**src/core/dps_pkg.sv**
```systemverilog
// shared constants, states and carriers of the power-up and restore sequencer
package dps_pkg;

  // clock period of clk_i in ns (125 MHz)
  localparam int NS_PER_CYC                    = 8;

  // figures as printed, in their own units
  localparam int POWERUP_INIT_TIME_US          = 150;
  localparam int RESTORE_PULSE_WIDTH_NS        = 200;
  localparam int RESTORE_HIGH_TO_SELECT_GAP_NS = 200;
  localparam int RESTORE_LOW_TO_SELECT_GAP_NS  = 400;

  // longest time rounds down, least times round up
  localparam int POWERUP_INIT_CYC =
    (POWERUP_INIT_TIME_US * 1000) / NS_PER_CYC;
  localparam int RESTORE_PULSE_CYC =
    (RESTORE_PULSE_WIDTH_NS + NS_PER_CYC - 1) / NS_PER_CYC;
  localparam int HIGH_GAP_CYC =
    (RESTORE_HIGH_TO_SELECT_GAP_NS + NS_PER_CYC - 1) / NS_PER_CYC;
  localparam int LOW_GAP_CYC =
    (RESTORE_LOW_TO_SELECT_GAP_NS + NS_PER_CYC - 1) / NS_PER_CYC;

  // counter widths
  localparam int INIT_W = 16;
  localparam int GAP_W  = 8;
  localparam int ROW_W  = 13;
  localparam int REF_W  = 4;

  // self-refresh row counter default and row step period
  localparam logic [ROW_W-1:0] ROW_DEFAULT   = 13'h0000;
  localparam logic [ROW_W-1:0] ROW_STEP      = 13'h0001;
  localparam logic [REF_W-1:0] REF_TICK_LAST = 4'h7;
  localparam logic [REF_W-1:0] REF_ZERO      = 4'h0;
  localparam logic [REF_W-1:0] REF_STEP      = 4'h1;
  localparam logic [GAP_W-1:0] GAP_ZERO      = 8'h00;
  localparam logic [GAP_W-1:0] GAP_STEP      = 8'h01;
  localparam logic [GAP_W-1:0] HIGH_GAP_LAST = GAP_W'(HIGH_GAP_CYC - 1);
  localparam logic [GAP_W-1:0] LOW_GAP_LAST  = GAP_W'(LOW_GAP_CYC - 1);
  localparam logic [INIT_W-1:0] INIT_ZERO    = 16'h0000;
  localparam logic [INIT_W-1:0] INIT_STEP    = 16'h0001;

  // sequencer states, one-hot
  typedef enum logic [4:0] {
    ST_WAIT_HIGH = 5'h01,
    ST_INIT      = 5'h02,
    ST_RESTORE   = 5'h04,
    ST_RECOVER   = 5'h08,
    ST_READY     = 5'h10
  } dps_seq_t;

  // power states, one-hot
  typedef enum logic [2:0] {
    PWR_STANDBY = 3'h1,
    PWR_SLEEP   = 3'h2,
    PWR_DEEPEST = 3'h4
  } dps_pwr_t;

  // pins from the host, both active low
  typedef struct packed {
    logic restore_n;
    logic cs_n;
  } dps_pins_t;

  // status carried out of the sequencer
  typedef struct packed {
    logic ready;
    logic init_busy;
    logic cfg_default;
    logic refresh_en;
    logic array_valid;
  } dps_stat_t;

endpackage

```
**src/core/dps_sync3.sv**
```systemverilog
// three flip-flop pin synchroniser with agreement filter
`timescale 1ns/1ns
module dps_sync3 #(
  parameter logic RST_VAL = 1'b0
) (
  input  wire logic clk_i,
  input  wire logic resetn_i,
  input  wire logic d_i,
  output logic      q_o
);

  logic s1_reg;  // first stage, read only by s2
  logic s2_reg;  // second stage
  logic s3_reg;  // third stage
  logic q_reg;   // filtered level
  logic q_next;

  // a change counts only once stages two and three agree
  always_comb begin
    q_next = q_reg;
    if (s2_reg == s3_reg) begin
      q_next = s3_reg;
    end
  end

  // shift chain and filtered level
  always_ff @(posedge clk_i or negedge resetn_i) begin
    if (!resetn_i) begin
      s1_reg <= RST_VAL;
      s2_reg <= RST_VAL;
      s3_reg <= RST_VAL;
      q_reg  <= RST_VAL;
    end else begin
      s1_reg <= d_i;
      s2_reg <= s1_reg;
      s3_reg <= s2_reg;
      q_reg  <= q_next;
    end
  end

  assign q_o = q_reg;

endmodule

```
**src/core/dps_seq.sv**
```systemverilog
// power-up initialisation and hardware restore sequencer
`timescale 1ns/1ns
//
// Contract
// [RULE1] finish self-initialisation within 150 us
// [RULE2] host keeps select high during power-up
// [RULE3] restore low at power-up delays initialisation
// [RULE4] host issues no transaction during initialisation
// [RULE5] ready for transactions after initialisation
// [RULE6] restore low returns device to standby
// [RULE7] host holds restore low at least 200 ns
// [RULE8] host waits 200 ns after restore rises
// [RULE9] 400 ns from restore fall to select
// [RULE10] restore returns configuration to defaults
// [RULE11] restore low stops refresh, array invalid
// [RULE12] row counter defaulted, refresh resumes after
// [RULE13] restore forces exit from sleep
// [RULE14] restore forces exit from deepest power-down
// [RULE15] host treats array as lost after restore
// [RULE16] select ignored while restoring, recovering, initialising
module dps_seq
  import dps_pkg::*;
#(
  parameter int unsigned INIT_CYC = POWERUP_INIT_CYC
) (
  input  wire logic       clk_i,
  input  wire logic       resetn_i,
  input  wire dps_pins_t  pins_i,
  input  wire logic       sleep_req_i,
  input  wire logic       deepest_powerdown_req_i,
  input  wire logic       wake_req_i,
  output dps_stat_t       status_o,
  output dps_pwr_t        pwr_state_o,
  output logic [ROW_W-1:0] refresh_row_o,
  output logic            access_start_o
);

  ////////////////////////////////////////////////////////////////////////////
  // pin synchronisers

  logic restore_f;  // filtered restore level, high = released
  logic cs_f;       // filtered select level, high = deselected

  // restore starts low so power-up waits for a seen release
  dps_sync3 #(.RST_VAL(1'b0)) u_sync_restore (
    .clk_i    (clk_i),
    .resetn_i (resetn_i),
    .d_i      (pins_i.restore_n),
    .q_o      (restore_f)
  );

  dps_sync3 #(.RST_VAL(1'b1)) u_sync_cs (
    .clk_i    (clk_i),
    .resetn_i (resetn_i),
    .d_i      (pins_i.cs_n),
    .q_o      (cs_f)
  );

  ////////////////////////////////////////////////////////////////////////////
  // sequencer state and counters

  localparam logic [INIT_W-1:0] INIT_LAST = INIT_W'(INIT_CYC - 1);

  dps_seq_t         state_reg, state_next;     // sequencer state
  dps_pwr_t         pwr_reg, pwr_next;         // power state
  logic [INIT_W-1:0] init_cnt_reg, init_cnt_next; // initialisation count
  logic [GAP_W-1:0] fall_cnt_reg, fall_cnt_next; // cycles since restore fell
  logic [GAP_W-1:0] gap_cnt_reg, gap_cnt_next;   // cycles since restore rose
  logic             init_done_reg, init_done_next; // first init completed
  logic             restore_d_reg;             // previous filtered restore
  logic             cs_d_reg;                  // previous filtered select
  logic             gaps_met;                  // both select gaps elapsed

  // recovery needs the high gap and the low-to-select gap both elapsed
  assign gaps_met = (gap_cnt_reg >= HIGH_GAP_LAST) &&
                    (fall_cnt_reg >= LOW_GAP_LAST);

  // next state of the sequencer and the power state
  always_comb begin
    state_next     = state_reg;
    pwr_next       = pwr_reg;
    init_cnt_next  = init_cnt_reg;
    fall_cnt_next  = fall_cnt_reg;
    gap_cnt_next   = gap_cnt_reg;
    init_done_next = init_done_reg;
    // count since the fall saturates so long pulses do not wrap
    if (restore_d_reg && !restore_f) begin
      fall_cnt_next = GAP_ZERO;
    end else if (fall_cnt_reg != LOW_GAP_LAST) begin
      fall_cnt_next = fall_cnt_reg + GAP_STEP;
    end
    unique case (state_reg)
      // [RULE3] hold off initialisation
      ST_WAIT_HIGH: begin
        if (restore_f) begin
          state_next    = ST_INIT;
          init_cnt_next = INIT_ZERO;
        end
      end
      // [RULE1] bounded initialisation interval
      ST_INIT: begin
        if (!restore_f) begin
          state_next = ST_RESTORE;
        end else if (init_cnt_reg == INIT_LAST) begin
          state_next     = ST_READY;
          init_done_next = 1'b1;
        end else begin
          init_cnt_next = init_cnt_reg + INIT_STEP;
        end
      end
      // restore held low, wait for release
      ST_RESTORE: begin
        if (restore_f) begin
          state_next   = ST_RECOVER;
          gap_cnt_next = GAP_ZERO;
        end
      end
      // [RULE16] post-restore recovery window
      ST_RECOVER: begin
        if (!restore_f) begin
          state_next = ST_RESTORE;
        end else if (gaps_met) begin
          // an interrupted first init is run again in full
          state_next    = init_done_reg ? ST_READY : ST_INIT;
          init_cnt_next = INIT_ZERO;
        end else if (gap_cnt_reg != HIGH_GAP_LAST) begin
          gap_cnt_next = gap_cnt_reg + GAP_STEP;
        end
      end
      // [RULE5] normal operation
      ST_READY: begin
        if (!restore_f) begin
          state_next = ST_RESTORE;
        end else if (pwr_reg == PWR_STANDBY) begin
          if (deepest_powerdown_req_i) begin
            pwr_next = PWR_DEEPEST;
          end else if (sleep_req_i) begin
            pwr_next = PWR_SLEEP;
          end
        end else if (wake_req_i) begin
          pwr_next = PWR_STANDBY;
        end
      end
    endcase
    // [RULE6] restore returns to standby
    // [RULE13] leaves sleep, [RULE14] leaves deepest power-down
    if (!restore_f) begin
      pwr_next = PWR_STANDBY;
    end
  end

  // sequencer registers
  always_ff @(posedge clk_i or negedge resetn_i) begin
    if (!resetn_i) begin
      state_reg     <= ST_WAIT_HIGH;
      pwr_reg       <= PWR_STANDBY;
      init_cnt_reg  <= INIT_ZERO;
      fall_cnt_reg  <= GAP_ZERO;
      gap_cnt_reg   <= GAP_ZERO;
      init_done_reg <= 1'b0;
      restore_d_reg <= 1'b0;
      cs_d_reg      <= 1'b1;
    end else begin
      state_reg     <= state_next;
      pwr_reg       <= pwr_next;
      init_cnt_reg  <= init_cnt_next;
      fall_cnt_reg  <= fall_cnt_next;
      gap_cnt_reg   <= gap_cnt_next;
      init_done_reg <= init_done_next;
      restore_d_reg <= restore_f;
      cs_d_reg      <= cs_f;
    end
  end

  ////////////////////////////////////////////////////////////////////////////
  // self-refresh and outputs

  logic [REF_W-1:0] ref_cnt_reg, ref_cnt_next;  // row step prescaler
  logic [ROW_W-1:0] row_reg, row_next;          // self-refresh row
  dps_stat_t        stat_reg, stat_next;        // registered status
  logic             access_reg, access_next;    // accepted select pulse
  logic             refresh_on;                 // refresh runs this cycle

  // refresh stops while restore is low and in deepest power-down
  assign refresh_on = (state_next != ST_RESTORE) &&
                      (state_next != ST_WAIT_HIGH) &&
                      (pwr_next != PWR_DEEPEST);

  // next refresh row, status and select acceptance
  always_comb begin
    ref_cnt_next = ref_cnt_reg;
    row_next     = row_reg;
    if (state_next == ST_RESTORE) begin
      // [RULE12] row counter back to default
      ref_cnt_next = REF_ZERO;
      row_next     = ROW_DEFAULT;
    end else if (refresh_on) begin
      if (ref_cnt_reg == REF_TICK_LAST) begin
        ref_cnt_next = REF_ZERO;
        row_next     = row_reg + ROW_STEP;
      end else begin
        ref_cnt_next = ref_cnt_reg + REF_STEP;
      end
    end
    stat_next.ready       = (state_next == ST_READY);
    stat_next.init_busy   = (state_next == ST_INIT);
    // [RULE10] configuration held at defaults
    stat_next.cfg_default = (state_next == ST_RESTORE) ||
                            (state_next == ST_WAIT_HIGH);
    // [RULE11] refresh stopped, array invalid
    stat_next.refresh_en  = refresh_on;
    stat_next.array_valid = stat_reg.array_valid;
    if (state_next == ST_RESTORE) begin
      stat_next.array_valid = 1'b0;
    end else if (state_reg == ST_INIT && state_next == ST_READY) begin
      stat_next.array_valid = 1'b1;
    end
    // [RULE16] only a select in ready standby starts an access
    access_next = cs_d_reg && !cs_f && restore_f &&
                  (state_reg == ST_READY) && (pwr_reg == PWR_STANDBY);
  end

  // refresh and output registers
  always_ff @(posedge clk_i or negedge resetn_i) begin
    if (!resetn_i) begin
      ref_cnt_reg <= REF_ZERO;
      row_reg     <= ROW_DEFAULT;
      stat_reg    <= '{ready: 1'b0, init_busy: 1'b0, cfg_default: 1'b1,
                       refresh_en: 1'b0, array_valid: 1'b0};
      access_reg  <= 1'b0;
    end else begin
      ref_cnt_reg <= ref_cnt_next;
      row_reg     <= row_next;
      stat_reg    <= stat_next;
      access_reg  <= access_next;
    end
  end

  assign status_o       = stat_reg;
  assign pwr_state_o    = pwr_reg;
  assign refresh_row_o  = row_reg;
  assign access_start_o = access_reg;

  ////////////////////////////////////////////////////////////////////////////
  // assertions

  property p_init_done;
    @(posedge clk_i) disable iff (!resetn_i)
    (state_reg == ST_INIT && restore_f && init_cnt_reg == INIT_LAST)
      |=> (status_o.ready && status_o.array_valid);
  endproperty
  a_init_done: assert property (p_init_done) // [RULE1]
    else $error("init did not end at its last count");

  property p_init_max;
    @(posedge clk_i) disable iff (!resetn_i)
    state_reg == ST_INIT |-> init_cnt_reg <= INIT_LAST;
  endproperty
  a_init_max: assert property (p_init_max) // [RULE1]
    else $error("init count ran past its bound");

  property p_wait_low;
    @(posedge clk_i) disable iff (!resetn_i)
    (state_reg == ST_WAIT_HIGH && !restore_f) |=>
      (state_reg == ST_WAIT_HIGH && !status_o.init_busy);
  endproperty
  a_wait_low: assert property (p_wait_low) // [RULE3]
    else $error("init started with restore low");

  property p_ready_state;
    @(posedge clk_i) disable iff (!resetn_i)
    status_o.ready |-> (!status_o.init_busy && !status_o.cfg_default);
  endproperty
  a_ready_state: assert property (p_ready_state) // [RULE5]
    else $error("ready while busy or defaulted");

  property p_to_standby;
    @(posedge clk_i) disable iff (!resetn_i)
    (!restore_f && pwr_reg == PWR_SLEEP) |=> pwr_reg == PWR_STANDBY;
  endproperty
  a_to_standby: assert property (p_to_standby) // [RULE13]
    else $error("sleep not left on restore");

  property p_leave_deepest;
    @(posedge clk_i) disable iff (!resetn_i)
    (!restore_f && pwr_reg == PWR_DEEPEST) |=> pwr_reg == PWR_STANDBY;
  endproperty
  a_leave_deepest: assert property (p_leave_deepest) // [RULE14]
    else $error("deepest power-down not left on restore");

  property p_cfg_default;
    @(posedge clk_i) disable iff (!resetn_i)
    (!restore_f && state_reg != ST_WAIT_HIGH) |=>
      (status_o.cfg_default && pwr_reg == PWR_STANDBY);
  endproperty
  a_cfg_default: assert property (p_cfg_default) // [RULE10]
    else $error("config not defaulted under restore");

  property p_refresh_stop;
    @(posedge clk_i) disable iff (!resetn_i)
    !restore_f |=> (!status_o.refresh_en && !status_o.array_valid);
  endproperty
  a_refresh_stop: assert property (p_refresh_stop) // [RULE11]
    else $error("refresh ran with restore low");

  property p_row_default;
    @(posedge clk_i) disable iff (!resetn_i)
    state_reg == ST_RESTORE |-> refresh_row_o == ROW_DEFAULT;
  endproperty
  a_row_default: assert property (p_row_default) // [RULE12]
    else $error("row counter not at default");

  property p_refresh_resume;
    @(posedge clk_i) disable iff (!resetn_i)
    (state_reg == ST_RESTORE && restore_f && pwr_reg == PWR_STANDBY)
      |=> status_o.refresh_en;
  endproperty
  a_refresh_resume: assert property (p_refresh_resume) // [RULE12]
    else $error("refresh did not resume after restore");

  property p_recover_quiet;
    @(posedge clk_i) disable iff (!resetn_i)
    $rose(restore_f) |=> (!status_o.ready && !access_start_o) [*8];
  endproperty
  a_recover_quiet: assert property (p_recover_quiet) // [RULE16]
    else $error("ready too soon after restore");

  property p_no_access;
    @(posedge clk_i) disable iff (!resetn_i)
    (state_reg != ST_READY) |=> !access_start_o;
  endproperty
  a_no_access: assert property (p_no_access) // [RULE16]
    else $error("select accepted outside ready");

  c_init_done: cover property (@(posedge clk_i) disable iff (!resetn_i)
    $rose(status_o.ready));
  c_restore_back: cover property (@(posedge clk_i) disable iff (!resetn_i)
    (state_reg == ST_RECOVER) ##1 (state_reg == ST_READY));
  c_sleep: cover property (@(posedge clk_i) disable iff (!resetn_i)
    (pwr_reg == PWR_SLEEP) ##1 (pwr_reg == PWR_STANDBY));
  c_deepest: cover property (@(posedge clk_i) disable iff (!resetn_i)
    (pwr_reg == PWR_DEEPEST) && !restore_f);

endmodule

```
**config.mk**
```make
export PLATFORM = sky130hd
export DESIGN_NAME = dps_seq
export DESIGN_NICKNAME = d
export VERILOG_FILES = /design/src/core/dps_pkg.sv /design/src/core/dps_sync3.sv /design/src/core/dps_seq.sv
export SDC_FILE = /design/constraint.sdc
export NUM_CORES = 1
export LEC_CHECK = 0
export BUFFER_PORTS_ARGS = -buffer_cell sky130_fd_sc_hd__buf_2
export CAP_MARGIN = 25
export CORE_MARGIN = 2
export CORE_UTILIZATION = 60
export DETAILED_ROUTE_END_ITERATION = 6
export GPL_ROUTABILITY_DRIVEN = 0
export PLACE_DENSITY = 0.8
export SYNTH_ARGS = -nofsm -noshare
export SYNTH_HDL_FRONTEND = slang
export SYNTH_SLANG_ARGS = --single-unit
export TNS_END_PERCENT = 100
```
**constraint.sdc**
```tcl
create_clock -name clk_i -period 2.87 [get_ports clk_i]
set_input_delay 0.1435 -clock clk_i [delete_from_list [all_inputs] [get_ports clk_i]]
set_output_delay 0.1435 -clock clk_i [all_outputs]
set_load 0.02 [all_outputs]
```
Word level (Yosys, flattened, before mapping) --
Cells that the tools add are included.
Word-level totals: memory bits (read-only) 0, register bits 74, memories 0, output and inout bits 22, memory bits (writable) 0, latch bits 0, word-level logic and storage cells 116
Operators by class: bitwise gates (word level) 0, div/mod/pow operators 0, $lt $le $gt $ge 2, mux-type cells 36, $add $sub $neg 5, multipliers 0, eq/ne operators 27, reductions and logical operators 22, shifts and indexed selects 0
Operator list (count):
- 2-to-1 mux 16 bit | 5
- 2-to-1 mux 8 bit | 6
- one-hot mux 16 bit (3 select lines) | 1
- 2-to-1 mux 5 bit | 8
- 2-to-1 mux 13 bit | 3
- one-hot mux 5 bit (5 select lines) | 1
- 2-to-1 mux 3 bit | 6
- adder 16 x 1 -> 16 bit (second input constant) | 1
- adder 8 x 1 -> 8 bit (second input constant) | 2
- equality test 16 x 15 -> 1 bit (second input constant) | 1
- one-hot mux 8 bit (2 select lines) | 1
- adder 13 x 1 -> 13 bit (second input constant) | 1
- 2-to-1 mux 4 bit | 3
- equality test 5 x 1 -> 1 bit (second input constant) | 2
- equality test 5 x 2 -> 1 bit (second input constant) | 2
- equality test 5 x 3 -> 1 bit (second input constant) | 2
- equality test 5 bit (second input constant) | 2
- nonzero test 2 bit | 5
- logical AND 1 bit | 9
- >= comparator 8 x 5 -> 1 bit (second input constant) | 1
- >= comparator 8 x 6 -> 1 bit (second input constant) | 1
- != test 2 x 1 -> 1 bit (second input constant) | 4
- != test 2 bit (second input constant) | 4
- != test 8 x 5 -> 1 bit (second input constant) | 1
- 17 further kinds | 20

Longest topological paths before layout --
word-level depth 10, depth in mapped cells 10

Cells and area by module --
A second synthesis with hierarchy kept.
Unflattened totals: cell total of the unflattened synthesis 407, area, all modules 3907.5 um2
Modules (own cells, without submodules):
- dps_seq | cells an instance 397, seq. area each 1656.6 um2, area each 3679.8 um2, times used 1
- dps_sync3 at u_sync_cs | cells an instance 5, seq. area each 105.1 um2, area each 116.4 um2, times used 1
- dps_sync3 at u_sync_restore | cells an instance 5, seq. area each 100.1 um2, area each 111.4 um2, times used 1

Least setup slack after synthesis --
OpenSTA, ideal clock, no wires.
path kind flip-flop to flip-flop, start register pwr_reg[0], in the netlist pwr_state_o[0], end register row_reg[11], in the netlist refresh_row_o[11], stages on the path, launching flop included 9, data arrival time 2.441 ns, period minus slack after synthesis 2.575 ns, path buffers 1, data required time 2.736 ns, slack 0.295 ns, library setup time 0.134 ns, cells stage by stage dfstp_2 nor3b_1 mux2_2 a211oi_1 o311ai_2 a31oi_4 buf_6 nand4_4 mux2i_1
On the way: elaborated cells between the ends (all ways) 11
RTL lines:
- from (decl) | line dps_seq.sv:65 | dps_pwr_t pwr_reg, pwr_next;
- from (signal assigned) | line dps_seq.sv:165 | pwr_reg <= pwr_next;
- equality test 3 x 1 -> 1 bit | line dps_seq.sv:134 | end else if (pwr_reg == PWR_STANDBY) begin
- 2-to-1 mux 3 bit | line dps_seq.sv:134
- 2-to-1 mux 3 bit | line dps_seq.sv:92 | unique case (state_reg)
- 2-to-1 mux 3 bit | line dps_seq.sv:147 | if (!restore_f) begin
- named net pwr_next[1] | line dps_seq.sv:65
- != test 3 bit | line dps_seq.sv:187 | (pwr_next != PWR_DEEPEST);
- logical AND 1 bit | line dps_seq.sv:186 | (state_next != ST_WAIT_HIGH) &&
- nonzero test 2 bit (no source line)
- AND reduction 2 bit (no source line)
- to (signal assigned) | line dps_seq.sv:233 | row_reg <= row_next;
- to (decl) | line dps_seq.sv:179 | logic [ROW_W-1:0] row_reg, row_next;
The timed path passes the listed nets, and every way through them passes these cells. A chain may end at the register's enable or synchronous reset.

Worst setup path after layout --
Same ends and word-level chain as after synthesis.

==> impl_metrics.csv <==
group,metric,value,unit
run_status,status,"finished, violations left",
run_status,violations,"negative hold slack",
floorplan,io_pins,29,
finish,largest_reg_flops,16,
global_route,use_met2,0.345,
worst_setup_path,critical_path.top_delay_family,"compound AO/OA/AOI/OAI gates",
synthesis,yosys-top-cells-count,"dfrtp_1 (66), nor2_1 (44), nand2_1 (42)",
global_route,grt_max_degree,75,
run,cap_violations,0,
finish,post-route-cell-area,4350,sq um
worst_setup_path,reg2reg_to,"refresh_row_o[11]",
floorplan,fp.coreArea,6310,sq um
clock_tree,cts_tree,"yes",
floorplan,die_height,84.4,um
global_route,grt.total_usage,0.220,
placed_design,place_ws,103,ps
finish,area_delta_synth_final,12.3,%
synthesis,synth_cells,383,
global_route,use_met3,0.0570,
synthesis,synthArstFlopShare,1.00,
synthesis,syn-num-nets,399,
timing,fin_ws,159,ps
min_path,hold_path_class,"in2async",
drt,ant_nets,0,
clock_tree,numCtsBuffers,9,
synthesis,synth_edf_count,0,
drt,via_count,2919,
placed_design,io_buffers,28,
global_route,grt_pass1_vias,2754,
drt,drc,0,
global_route,grt_busiest_layer,"met2",
synthesis,yosysMostFrequentCell,"dfrtp_1",
timing,fin_crit_sh,0.944,
finish,nFillCells,501,
timing,slew_violations,0,
floorplan,rows,29,
power_and_ir_drop,leakage,0.00210,uW
synthesis,ys_warn_count,0,
global_route,use_met1,0.300,
drt,wirelength,7370,um
synthesis,yosysUniqueCellTypes,63,
floorplan,die_area,7120,sq um
worst_setup_path,rr_worst_depth,8,
floorplan,start_util,0.614,
worst_setup_path,criticalPathCategory,"reg2reg",
worst_setup_path,cp_max_fo,9,
worst_setup_path,worstPathArrival,2940,ps
timing,hold_viol_final,13,
synthesis,synth.avg_cell_area,10.1,sq um
synthesis,synth_seq_area_share,0.480,
worst_setup_path,timing.rr.start,"pwr_state_o[0]",
global_route,grt_pass1_wl,12600,um
synthesis,ys.flop_type,"dfrtp_1",
synthesis,syn_area,3880,sq um
clock_tree,cts-root-buf,"clkbuf_8",
worst_setup_path,startpoint_type,"register",
worst_setup_path,critPathCaptureType,"register",
floorplan,die_x,84.4,um
timing,slew_headroom,0.394,
placed_design,placed_cell_area,4100,sq um
synthesis,synth.area.top_cells,"dfrtp_1 (43%), dfstp_2 (5.4%), mux2i_1 (4.6%), nor2_1 (4.3%), nand2_1 (4.1%)",
synthesis,yosys.area.top_type,"dfrtp_1",
global_route,grt_overflow,0,
timing,rsz0062_at_grt,"false",
drt,drt_pass1_iterations,4,
worst_setup_path,path_cells,"nor3b_1, mux2_2, a211oi_1, o311ai_2, a31oi_4, buf_4, nand4_4, mux2i_1",
global_route,antenna_found_initial,0,
timing,hold_ws,-18.7,ps
timing,fin_skew,12.5,ps
power_and_ir_drop,cellPowerDensity,773,nW/um^2
worst_setup_path,rrSetupSlack,160,ps
timing,min_period,2710,ps
synthesis,synth.top_cell.area_share,0.426,
clock_tree,htreeDepth,3,
clock_tree,cts_sinks,74,
clock_tree,clock_latency,350,ps
finish,drive_gt1_frac,0.216,
finish,fin_nets,441,
drt,first_iter_violations,149,
worst_setup_path,max_stage_delay,540,ps
worst_setup_path,worst-path-buf-inv,1,
timing,tightest_slew,909,ps
drt,wl_per_cell,14.5,um
drt,viasPerCell,5.76,
clock_tree,clk_pin_slew,70,ps
synthesis,ys_ff_latch,74,
timing,setup_tns,0,ps
worst_setup_path,required,3100,ps
timing,max_clock_freq,369,MHz
finish,n_antenna_cell,0,
power_and_ir_drop,ir_drop,593,uV
worst_setup_path,crit_path_top_delay_cell,"dfstp_2",
clock_tree,clockBufferDepth,2,
timing,setup_viol,0,
placed_design,hpwl,5050,um
-- stage by stage --
| step | power [uW] | utilization | std cells |
|---|---|---|---|
| after CTS | 3360 | 0.682 | 502 |
| after global placement | 2540 | 0.650 | 484 |
| final | 3370 | 0.689 | 507 |
| after floorplan | 2290 | - | 383 |
| after global routing | 3580 | 0.689 | 507 |
| after detailed placement | 2590 | 0.650 | 484 |
-- worst max path at each step --
| stage | endpoint | from | depth (start not counted) | slack [ps] |
|---|---|---|---|---|
| after floorplan | refresh_row_o[11] | pwr_state_o[0] | 8 | 300 |
| after global placement | refresh_row_o[12] | fall_cnt_reg[0] | 9 | 240 |
| after detailed placement | refresh_row_o[12] | pwr_state_o[0] | 7 | 100 |
| after CTS | refresh_row_o[12] | pwr_state_o[0] | 7 | 100 |
| after global routing | refresh_row_o[11] | pwr_state_o[0] | 8 | 50 |
| final | refresh_row_o[11] | pwr_state_o[0] | 8 | 160 |
-- where the power goes --
group	total [uW]	switching, uW	internal (uW)	leakage [uW]
Combinational	1200	711	492	0.00104
Clock	771	375	395	0.0000958
Sequential	1390	191	1200	0.000969
Total	3370	1280	2090	0.00210
-- placed cells by master, fill, tap and decap left out, drive strengths merged, types with 3 or more instances in the layout --
cell      n
ha        9
o21ai    21
nand3    14
xnor2    10
nor4      4
nand2    43
or3       4
xor2     12
buf      42
nor2     45
clkbuf   10
dfrtp    66
o2111ai   4
a21oi    10
nand2b    3
inv      15
clkinv    4
nor3     10
and4      5
nand4    10
a31o      3
nor3b     4
and3     10
mux2i    18
nor2b     4
and2      5
dfstp     8
-- cell type report --
class	instances	area, sq um	share of cell area
clock inverters	6	57.6	0.0132
flip-flops and latches	74	1860	0.428
inverters	15	56.3	0.0129
well taps	77	96.3	0.0221
clock buffers	10	128	0.0293
multi-input cells	281	1890	0.434
repair buffers	44	265	0.0609
-- timing repair --
item                       4_1_cts  5_1_grt
setup endpoints to repair        0       17
hold endpoints to repair         2        0
resized for setup                0        3
buffers inserted                 0        5
hold buffers                     2        0
-- per-layer routing --
metal | wire (um) | part of all wire | vias up
li1 | - | - | 1431
met1 | 3340 | 0.45 | 1421
met2 | 3630 | 0.49 | 55
met3 | 286 | 0.039 | 12
met4 | 115 | 0.016 | 0
met5 | 0 | 0 | -
-- cells by family after synthesis --
logic type | synth area share
multiplexers | 0.0523
flip-flops | 0.480
adder cells (fa/ha/maj) | 0.0342
AO/OA/AOI/OAI | 0.109
AND/OR/NAND/NOR | 0.240
XOR/XNOR | 0.0497
buffers and inverters | 0.0345
Note: power is estimated with default switching activity, not from simulation.
